### src/rtl/clock_format_pkg.sv
package clock_format_pkg;

   // ==========================================================
   // register map
   localparam logic [7:0] OFS_LO_PAIR       = 8'h05;
   localparam logic [7:0] OFS_HI_PAIR       = 8'h06;
   localparam logic [7:0] RESET_LO_PAIR     = 8'hED;
   localparam logic [7:0] RESET_HI_PAIR     = 8'h2C;
   localparam logic [7:0] HI_RESERVED_MASK  = 8'hC0;
   localparam int         FIELD_LOW_LSB     = 0;
   localparam int         FIELD_HIGH_LSB    = 3;
   localparam int         DRIVE_LSB         = 6;
   localparam int         OUTPUT_COUNT      = 4;
   localparam logic [2:0] HIGH_POWER_LIMIT  = 3'h3;
   localparam logic [2:0] ALL_FIVE          = 3'h5;
   localparam logic [2:0] FOUR_HIGH         = 3'h4;

   // ==========================================================
   // format codes
   localparam logic [2:0] CODE_RSVD_A   = 3'h0;
   localparam logic [2:0] CODE_DISABLE  = 3'h1;
   localparam logic [2:0] CODE_CMOS     = 3'h2;
   localparam logic [2:0] CODE_LVDS_LOW = 3'h3;
   localparam logic [2:0] CODE_RSVD_B   = 3'h4;
   localparam logic [2:0] CODE_LVPECL   = 3'h5;
   localparam logic [2:0] CODE_CML      = 3'h6;
   localparam logic [2:0] CODE_LVDS     = 3'h7;

   // ==========================================================
   // buffer state carried to each output buffer
   typedef enum logic [2:0] {
      BUF_OFF,
      BUF_CMOS,
      BUF_LVDS_LOW,
      BUF_LVPECL,
      BUF_CML,
      BUF_LVDS
   } buf_mode_t;

   typedef struct packed {
      buf_mode_t  mode;
      logic [1:0] drive;    // cmos drive strength, zero otherwise
   } buf_state_t;

   localparam buf_state_t RESET_BUF = '{mode: BUF_OFF, drive: 2'h0};

endpackage : clock_format_pkg

### src/rtl/clock_output_format_config.sv
// Function
// - bits 5:3 of the low pair register set output two's format.
// - bits 2:0 of the low pair register set output one's format.
// - bits 5:3 of the high pair register set output four's format.
// - bits 2:0 of the high pair register set output three's format.
// - the high pair resets to 2C and its bits 7:6 read as zero.
// - a cmos output takes its strength from the cmos drive field.
`timescale 1ns/1ns
module clock_output_format_config (
   input  wire logic                          clock,
   input  wire logic                          rst_n,
   input  wire logic                          reg_wr,
   input  wire logic                          reg_rd,
   input  wire logic [7:0]                    reg_addr,
   input  wire logic [7:0]                    reg_wdata,
   output      logic [7:0]                    reg_rdata,
   output      logic                          reg_rvalid,
   input  wire logic [2:0]                    out_five_format_field,
   input  wire logic                          supply_is_3v3,
   output      clock_format_pkg::buf_state_t  clock_output_one,
   output      clock_format_pkg::buf_state_t  clock_output_two,
   output      clock_format_pkg::buf_state_t  clock_output_three,
   output      clock_format_pkg::buf_state_t  clock_output_four,
   output      logic [2:0]                    enabled_count,
   output      logic [2:0]                    high_power_count,
   output      logic                          power_limit_violation
);

   // ==========================================================
   // register storage
   logic [7:0] lo_pair;
   logic [7:0] hi_pair;
   logic [2:0] out_one_format_field;
   logic [2:0] out_two_format_field;
   logic [2:0] out_three_format_field;
   logic [2:0] out_four_format_field;
   logic [1:0] cmos_drive_strength;

   assign out_one_format_field   =
      lo_pair[clock_format_pkg::FIELD_LOW_LSB +: 3];
   assign out_two_format_field   =
      lo_pair[clock_format_pkg::FIELD_HIGH_LSB +: 3];
   assign out_three_format_field =
      hi_pair[clock_format_pkg::FIELD_LOW_LSB +: 3];
   assign out_four_format_field  =
      hi_pair[clock_format_pkg::FIELD_HIGH_LSB +: 3];
   assign cmos_drive_strength    = lo_pair[clock_format_pkg::DRIVE_LSB +: 2];

   // low pair write: drive field and outputs one and two
   always_ff @(posedge clock) begin
      if (!rst_n) begin
         lo_pair <= clock_format_pkg::RESET_LO_PAIR;
      end else if (reg_wr && reg_addr == clock_format_pkg::OFS_LO_PAIR) begin
         lo_pair <= reg_wdata;
      end
   end

   // high pair write: reserved top bits stay zero
   always_ff @(posedge clock) begin
      if (!rst_n) begin
         hi_pair <= clock_format_pkg::RESET_HI_PAIR;
      end else if (reg_wr && reg_addr == clock_format_pkg::OFS_HI_PAIR) begin
         hi_pair <= reg_wdata &
                    ~clock_format_pkg::HI_RESERVED_MASK;
      end
   end

   // ==========================================================
   // read port: one cycle latency, unmapped reads give zero
   always_ff @(posedge clock) begin
      if (!rst_n) begin
         reg_rdata  <= 8'h00;
         reg_rvalid <= 1'b0;
      end else begin
         reg_rvalid <= reg_rd;
         if (!reg_rd) begin
            reg_rdata <= 8'h00;
         end else if (reg_addr == clock_format_pkg::OFS_LO_PAIR) begin
            reg_rdata <= lo_pair;
         end else if (reg_addr == clock_format_pkg::OFS_HI_PAIR) begin
            reg_rdata <= hi_pair;
         end else begin
            reg_rdata <= 8'h00;
         end
      end
   end

   // ==========================================================
   // per-output buffer state
   format_decode #(
      .RESET_CODE  (clock_format_pkg::RESET_LO_PAIR[2:0]),
      .RESET_DRIVE (clock_format_pkg::RESET_LO_PAIR[7:6])
   ) u_out_one (
      .clock (clock),
      .rst_n (rst_n),
      .code  (out_one_format_field),
      .drive (cmos_drive_strength),
      .state (clock_output_one)
   );

   format_decode #(
      .RESET_CODE  (clock_format_pkg::RESET_LO_PAIR[5:3]),
      .RESET_DRIVE (clock_format_pkg::RESET_LO_PAIR[7:6])
   ) u_out_two (
      .clock (clock),
      .rst_n (rst_n),
      .code  (out_two_format_field),
      .drive (cmos_drive_strength),
      .state (clock_output_two)
   );

   format_decode #(
      // reset code of this field is reserved; buffer starts low swing
      .RESET_CODE  (clock_format_pkg::CODE_LVDS_LOW),
      .RESET_DRIVE (clock_format_pkg::RESET_LO_PAIR[7:6])
   ) u_out_three (
      .clock (clock),
      .rst_n (rst_n),
      .code  (out_three_format_field),
      .drive (cmos_drive_strength),
      .state (clock_output_three)
   );

   format_decode #(
      .RESET_CODE  (clock_format_pkg::RESET_HI_PAIR[5:3]),
      .RESET_DRIVE (clock_format_pkg::RESET_LO_PAIR[7:6])
   ) u_out_four (
      .clock (clock),
      .rst_n (rst_n),
      .code  (out_four_format_field),
      .drive (cmos_drive_strength),
      .state (clock_output_four)
   );

   // ==========================================================
   // power budget summary over all five outputs
   function automatic logic is_on(input clock_format_pkg::buf_mode_t m);
      is_on = (m != clock_format_pkg::BUF_OFF);
   endfunction : is_on

   function automatic logic is_hot(input clock_format_pkg::buf_mode_t m);
      is_hot = (m == clock_format_pkg::BUF_LVPECL) ||
               (m == clock_format_pkg::BUF_CMOS);
   endfunction : is_hot

   logic       five_on;
   logic       five_hot;
   logic [2:0] next_enabled;
   logic [2:0] next_hot;

   // fifth output is judged by its raw code
   assign five_on  = (out_five_format_field != clock_format_pkg::CODE_DISABLE)
                  && (out_five_format_field != clock_format_pkg::CODE_RSVD_A)
                  && (out_five_format_field != clock_format_pkg::CODE_RSVD_B);
   assign five_hot = (out_five_format_field == clock_format_pkg::CODE_LVPECL) ||
                     (out_five_format_field == clock_format_pkg::CODE_CMOS);

   always_comb begin
      next_enabled = {2'h0, five_on};
      next_hot     = {2'h0, five_hot};
      next_enabled = next_enabled + {2'h0, is_on(clock_output_one.mode)};
      next_enabled = next_enabled + {2'h0, is_on(clock_output_two.mode)};
      next_enabled = next_enabled + {2'h0, is_on(clock_output_three.mode)};
      next_enabled = next_enabled + {2'h0, is_on(clock_output_four.mode)};
      next_hot     = next_hot + {2'h0, is_hot(clock_output_one.mode)};
      next_hot     = next_hot + {2'h0, is_hot(clock_output_two.mode)};
      next_hot     = next_hot + {2'h0, is_hot(clock_output_three.mode)};
      next_hot     = next_hot + {2'h0, is_hot(clock_output_four.mode)};
   end

   // registered counts and the flag for the host to check
   always_ff @(posedge clock) begin
      if (!rst_n) begin
         enabled_count         <= 3'h0;
         high_power_count      <= 3'h0;
         power_limit_violation <= 1'b0;
      end else begin
         enabled_count         <= next_enabled;
         high_power_count      <= next_hot;
         power_limit_violation <= supply_is_3v3 &&
            (next_enabled == clock_format_pkg::ALL_FIVE) &&
            (next_hot >= clock_format_pkg::FOUR_HIGH);
      end
   end
endmodule : clock_output_format_config

### src/rtl/format_decode.sv
`timescale 1ns/1ns
module format_decode #(
   parameter logic [2:0] RESET_CODE  = 3'h1,
   parameter logic [1:0] RESET_DRIVE = 2'h0
) (
   input  wire logic                          clock,
   input  wire logic                          rst_n,
   input  wire logic [2:0]                    code,
   input  wire logic [1:0]                    drive,
   output      clock_format_pkg::buf_state_t  state
);

   // ==========================================================
   // code to mode; reserved codes report not valid
   function automatic logic decode_valid(input logic [2:0] c);
      decode_valid = (c != clock_format_pkg::CODE_RSVD_A) &&
                     (c != clock_format_pkg::CODE_RSVD_B);
   endfunction : decode_valid

   function automatic clock_format_pkg::buf_mode_t
         decode_mode(input logic [2:0] c);
      case (c)
         clock_format_pkg::CODE_CMOS:     decode_mode =
            clock_format_pkg::BUF_CMOS;
         clock_format_pkg::CODE_LVDS_LOW: decode_mode =
            clock_format_pkg::BUF_LVDS_LOW;
         clock_format_pkg::CODE_LVPECL:   decode_mode =
            clock_format_pkg::BUF_LVPECL;
         clock_format_pkg::CODE_CML:      decode_mode =
            clock_format_pkg::BUF_CML;
         clock_format_pkg::CODE_LVDS:     decode_mode =
            clock_format_pkg::BUF_LVDS;
         default:                         decode_mode =
            clock_format_pkg::BUF_OFF;
      endcase
   endfunction : decode_mode

   clock_format_pkg::buf_mode_t next_mode;

   assign next_mode = decode_mode(code);

   // buffer state; reserved codes leave it unchanged
   always_ff @(posedge clock) begin
      if (!rst_n) begin
         state.mode  <= decode_mode(RESET_CODE);
         state.drive <= (decode_mode(RESET_CODE) ==
                         clock_format_pkg::BUF_CMOS) ? RESET_DRIVE : 2'h0;
      end else if (decode_valid(code)) begin
         state.mode  <= next_mode;
         state.drive <= (next_mode == clock_format_pkg::BUF_CMOS) ?
                        drive : 2'h0;
      end
   end

endmodule : format_decode

### config.mk
export PLATFORM = sky130hd
export DESIGN_NAME = clock_output_format_config
export DESIGN_NICKNAME = d
export VERILOG_FILES = /design/src/rtl/clock_format_pkg.sv /design/src/rtl/clock_output_format_config.sv /design/src/rtl/format_decode.sv
export SDC_FILE = /design/constraint.sdc
export NUM_CORES = 1
export LEC_CHECK = 0
export ABC_AREA = 1
export BUFFER_PORTS_ARGS = -buffer_cell sky130_fd_sc_hd__buf_4
export CORE_AREA = 2 2 66 68
export DETAILED_ROUTE_END_ITERATION = 10
export DIE_AREA = 0 0 68 70
export PLACE_DENSITY = 0.82
export SYNTH_ARGS = -nofsm -noshare
export SYNTH_HDL_FRONTEND = slang
export SYNTH_SLANG_ARGS = --single-unit
export TNS_END_PERCENT = 100
### constraint.sdc
create_clock -name clock -period 3.87 [get_ports clock]
set_clock_uncertainty 0.2 [all_clocks]
set_input_delay 1.161 -clock clock [delete_from_list [all_inputs] [get_ports clock]]
set_output_delay 1.161 -clock clock [all_outputs]
set_load 0.02 [all_outputs]
Word-level counts from Yosys, hierarchy flattened

Index checks and enable logic that the tools add are counted.

Add/sub/neg operators: 8
Reduce and logical (&&, ||, !) cells: 25
$lt $le $gt $ge: 1
Equality and inequality tests: 43
Mux-type cells: 10

Operators with widths:

| cell               | count |
|---|---|
| $pmux 3 s5         | 4 |
| $eq 3x3->1 const B | 14 |
| $eq 3x2->1 const B | 13 |
| $reduce_bool 3->1  | 9 |
| $eq 3x1->1 const B | 8 |
| $eq 8x3->1 const B | 2 |
| $ne 3x3->1 const B | 5 |
| $add 3x1->3        | 4 |
| $logic_and 1x1->1  | 10 |
| $mux 2             | 4 |
| $mux 8             | 1 |
| $add 2x1->3        | 2 |
| $mux 6             | 1 |
| $logic_or 1x1->1   | 5 |
| $add 1x1->2        | 2 |
| $ge 3x3->1 const B | 1 |
| $ne 3x1->1 const B | 1 |
| $reduce_and 2->1   | 1 |

Output and inout bits: 36
Logic and storage cells: 102
Register bits after elaboration: 50

Depth between registers and ports, before layout

Depth after elaboration: 10
Mapped depth: 11
Mapped depth without buffers: 11

Modules after synthesis

A second synthesis with hierarchy kept.

Cell total of the unflattened synthesis: 287
Area, all modules: 2,164.6 um^2

By module, submodules not included:

| module                         | seq. area each (um^2) | cells an instance | instances | area each (um^2) |
|---|---|---|---|---|
| clock_output_format_config     | 600.6                 | 182               | 1         | 1,363.8 |
| format_decode (u_out_four ...) | 100.1                 | 25                | 2         | 196.4 |
| format_decode (u_out_three)    | 100.1                 | 29                | 1         | 206.4 |
| format_decode (u_out_one)      | 100.1                 | 26                | 1         | 201.4 |

Least setup slack after synthesis

Ideal clock, no wire load.

Path type: input-to-reg
From: input port out_five_format_field[2]
To: register power_limit_violation
Path buffers: 0
Setup slack: 0.844 ns
Arrival time: 2.730 ns
Library setup time: 0.096 ns
Cell stages on the path: 8
Cells stage by stage: nand2_1 inv_1 nor2_1 fa_1 fa_1 inv_1 ha_1 nor4b_1

Longest elaborated chain between the ends: 10
Elaborated cells on any way between the ends: 20
Those cells by class: 8 x add/sub; 1 x order compare; 5 x eq/ne; 6 x reduce/logical

Ends and longest elaborated chain:

| what                                            | line                                                                 | text |
|---|---|---|
| from (decl)                                     | clock_output_format_config.sv:18                                     | `input wire logic [2:0] out_five_format_field,` |
| $ne 3x1->1 or $reduce_bool 3->1 (tied branches) | clock_output_format_config.sv:152, clock_output_format_config.sv:153 |  |
| $logic_and 1x1->1                               | clock_output_format_config.sv:153                                    | `&& (out_five_format_field != clock_format_pkg::CODE_RSVD_A)` |
| $logic_and 1x1->1 (*)                           | clock_output_format_config.sv:154                                    | `&& (out_five_format_field != clock_format_pkg::CODE_RSVD_B);` |
| $add 1x1->2 (*)                                 | clock_output_format_config.sv:161                                    | `next_enabled = next_enabled + {2'h0, is_on(clock_output_one.mode)};` |
| $add 2x1->3 (*)                                 | clock_output_format_config.sv:162                                    | `next_enabled = next_enabled + {2'h0, is_on(clock_output_two.mode)};` |
| $add 3x1->3 (*)                                 | clock_output_format_config.sv:163                                    | `next_enabled = next_enabled + {2'h0, is_on(clock_output_three.mode)};` |
| $add 3x1->3 (*)                                 | clock_output_format_config.sv:164                                    | `next_enabled = next_enabled + {2'h0, is_on(clock_output_four.mode)};` |
| net next_enabled[1]                             | clock_output_format_config.sv:148                                    | `logic [2:0] next_enabled;` |
| $eq 3x3->1 (*)                                  | clock_output_format_config.sv:181                                    | `(next_enabled == clock_format_pkg::ALL_FIVE) &&` |
| $logic_and 1x1->1 (*)                           | clock_output_format_config.sv:180                                    | `power_limit_violation <= supply_is_3v3 &&` |
| $logic_and 1x1->1 (*)                           | clock_output_format_config.sv:181                                    |  |
| to (signal assigned)                            | clock_output_format_config.sv:180                                    |  |
| to (decl)                                       | clock_output_format_config.sv:26                                     | `output logic power_limit_violation` |

The timed path passes the listed nets; every way through them passes the cells marked *.
A chain may end at the register's enable or synchronous reset.

Worst setup path after layout

Ends and elaborated chain as after synthesis.

==> results.json <==
{
  "post_cts_resized": 0,
  "drv_slew": 0,
  "path_buf_inv": 4,
  "start_util_pct": 52.36,
  "first_global_vias": 1770,
  "rows": 24,
  "post-route-util_pct": 66.73,
  "place_ws_ps": 508.1,
  "avgSynthCellArea_um2": 7.804,
  "worst_setup_path_end_kind": "register",
  "wl_met2_um": 2403,
  "drt-met1-wl_um": 2009,
  "ctsHoldBuffers": 0,
  "finalCritPeriodShare_pct": 78.01,
  "finalSetupTns_ps": 0,
  "dr_wl_met3_um": 221,
  "hpwlAfterDp_um": 3558,
  "status": "complete, no violations",
  "track_usage_pct": 21.88,
  "final_cell_mix": "79 x nand2_1, 59 x buf_4, 50 x dfxtp_1, 33 x inv_1, 25 x nand3_1",
  "worst_pin_slew_ps": 376.3,
  "numCtsBuffers": 5,
  "worst_slack_ps": 851.2,
  "syn_to_final_growth_pct": 27.45,
  "setup_viol": 0,
  "routed.top_layer": "met4",
  "slowest_stage": "fa_1",
  "clkSlewWorstSetupHoldPaths_ps": 90,
  "die_y_um": 70,
  "grt_setup_unrepaired": "no",
  "clock_path_buffers": 2,
  "ys_types": 27,
  "relSlewSlack_pct": 74.72,
  "io_pins": 60,
  "ys_warn_count": 0,
  "power_density_mw_per_mm2": 341.8,
  "cellLeakagePower_nw": 1.415,
  "post_cts_buffers": 0,
  "route.detailed.drc": 0,
  "fp.coreArea_mm2": 0.004144,
  "pwr-share-seq_pct": 55.2,
  "netSwitchingFraction_pct": 22.64,
  "startpoint_type": "input port",
  "p_switching_uw": 214.0,
  "worstSkewPairLatency_ps": 310,
  "timing.final.crit_period_ps": 3019,
  "drtIter0Drc": 108,
  "critical-path-max-stage-delay_ps": 450,
  "grt_pass1_wl_um": 7824,
  "final_common_cell": "nand2_1",
  "pwr-share-clk_pct": 37.2,
  "die_w_um": 68,
  "postRouteAntennaNets": 0,
  "path_class": "in2reg",
  "critPathRequiredTime_ps": 3880,
  "grt_overflow_total": 0,
  "critical_path.top_delay_family": "adder cells",
  "p_int_uw": 731.0,
  "wl_per_cell_um": 12.10,
  "drt_pass1_iterations": 4,
  "cp_cell_sequence": "buf_4 -> nand2_1 -> inv_1 -> nor2_1 -> fa_1 -> fa_1 -> inv_1 -> ha_1 -> nand2_1 -> inv_1 -> nand2_1 -> nor4b_1",
  "antenna_found_initial": 0,
  "synth_fp_nets": 309,
  "drive_gt1_share_pct": 26.47,
  "htreeDepth": 2,
  "p_comb_share_pct": 7.6,
  "die_area_mm2": 0.004760,
  "grt_max_degree": 24,
  "num_antenna_cells": 0,
  "synth_top_area_share_pct": 46.14,
  "routed_via_density": 4.964,
  "hp-class": "reg2reg",
  "syn_inst": 278,
  "num_vias": 1946,
  "drv_cap": 0,
  "gp_congestion": 0.8307,
  "synth_seq_cells": 50,
  "synth_area_leaders": "dfxtp_1 46%, nand2_1 14%, nand3_1 5.8%, inv_1 5.7%, a21oi_1 4.2%",
  "wl_um": 4742,
  "synth_area_leader_cell": "dfxtp_1",
  "clock-root-buffer": "clkbuf_8",
  "hold_violations": 0,
  "peakVddDrop_mv": 0.2146,
  "cp_max_fo": 2,
  "cts_tree": "done",
  "synth_seq_area_share_pct": 46.14,
  "place.port_buffers": 59,
  "critPathArrivalTime_ps": 3030,
  "synth_area_mm2": 0.002170,
  "fmax_mhz": 331.3,
  "fin_nets": 370,
  "clock_sinks": 50
}
==> synthesized netlist by cell type, drive strengths merged <==
library cell,count
inv,37
a211oi,1
a21oi,18
dfxtp,50
nand3b,2
nand2,83
buf,2
clkbuf,3
a22oi,1
fa,4
nor3,9
ha,3
nor4b,1
or2,1
nor2,26
o21ai,10
nand3,27
==> metrics by stage <==
stage,power (mW),area (um^2),instances,hold slack [ps]
finish,0.9450,2765,392,267.7
global route,0.9712,2765,392,287.2
CTS,0.9498,2765,392,269.1
detailed placement,0.6060,2655,384,256.4
global placement,0.6035,2655,384,254.5
floorplan,0.5717,2170,278,256.8
==> flip-flops by register name, indices dropped and copies added, names as in the netlist, 3 cells and up <==
register           count
reg_rdata              8
u_out_four.state       5
high_power_count       3
enabled_count          3
u_out_two.state        5
hi_pair                6
lo_pair                8
u_out_three.state      5
u_out_one.state        5
==> path summary, 6_finish.rpt <==
| kind | from | to | slack, ps | cells after the start |
|---|---|---|---|---|
| setup reg to reg | u_out_three.state[4]$_SDFFE_PN0P_ | power_limit_violation$_SDFF_PN0_ | 1260 | 9 |
| hold reg to reg | u_out_two.state[0]$_SDFFE_PN0P_ | u_out_two.state[0]$_SDFFE_PN0P_ | 270 | 2 |
| setup / recovery | out_five_format_field[2] | power_limit_violation$_SDFF_PN0_ | 850 | 12 |
| hold / removal | u_out_two.state[0]$_SDFFE_PN0P_ | u_out_two.state[0]$_SDFFE_PN0P_ | 270 | 2 |
==> area by class of cell <==
class | count | area, um^2
fill | 379 | 1379
multi-input combinational | 186 | 1007
sequential | 50 | 1001
timing repair buffer | 59 | 442.9
inverter | 37 | 138.9
clock buffer | 8 | 110.1
tap | 52 | 65.06
==> worst min-delay path, stage by stage, from the launching register on <==
cell and delay [ps]:
dfxtp_1 320, nand2_1 60, a21oi_1 50
==> routing by layer <==
| layer | vias up | global-route usage, % |
|---|---|---|
| met5 | - | 0 |
| met4 | 0 | 10.00 |
| met3 | 9 | 2.899 |
| met2 | 49 | 36.35 |
| met1 | 892 | 27.54 |
| li1 | 996 | - |
==> power groups by stage <==
stage | Clock [mW] | Combinational [mW] | Sequential, mW
floorplan | 0 | 0.0319 | 0.540
global route | 0.369 | 0.0806 | 0.522
CTS | 0.356 | 0.0726 | 0.522
detailed placement | 0 | 0.0723 | 0.534
global placement | 0 | 0.0699 | 0.534
finish | 0.352 | 0.0719 | 0.521
==> logic make-up after synthesis <==
kind of cell    count (synthesis)  share of synthesized area, %
compound gates                 30                         8.016
flops                          50                         46.14
buf+inv                        42                         7.439
fa+ha+maj                       7                         5.421
simple gates                  149                         32.99
(Power assumes the default switching activity.)
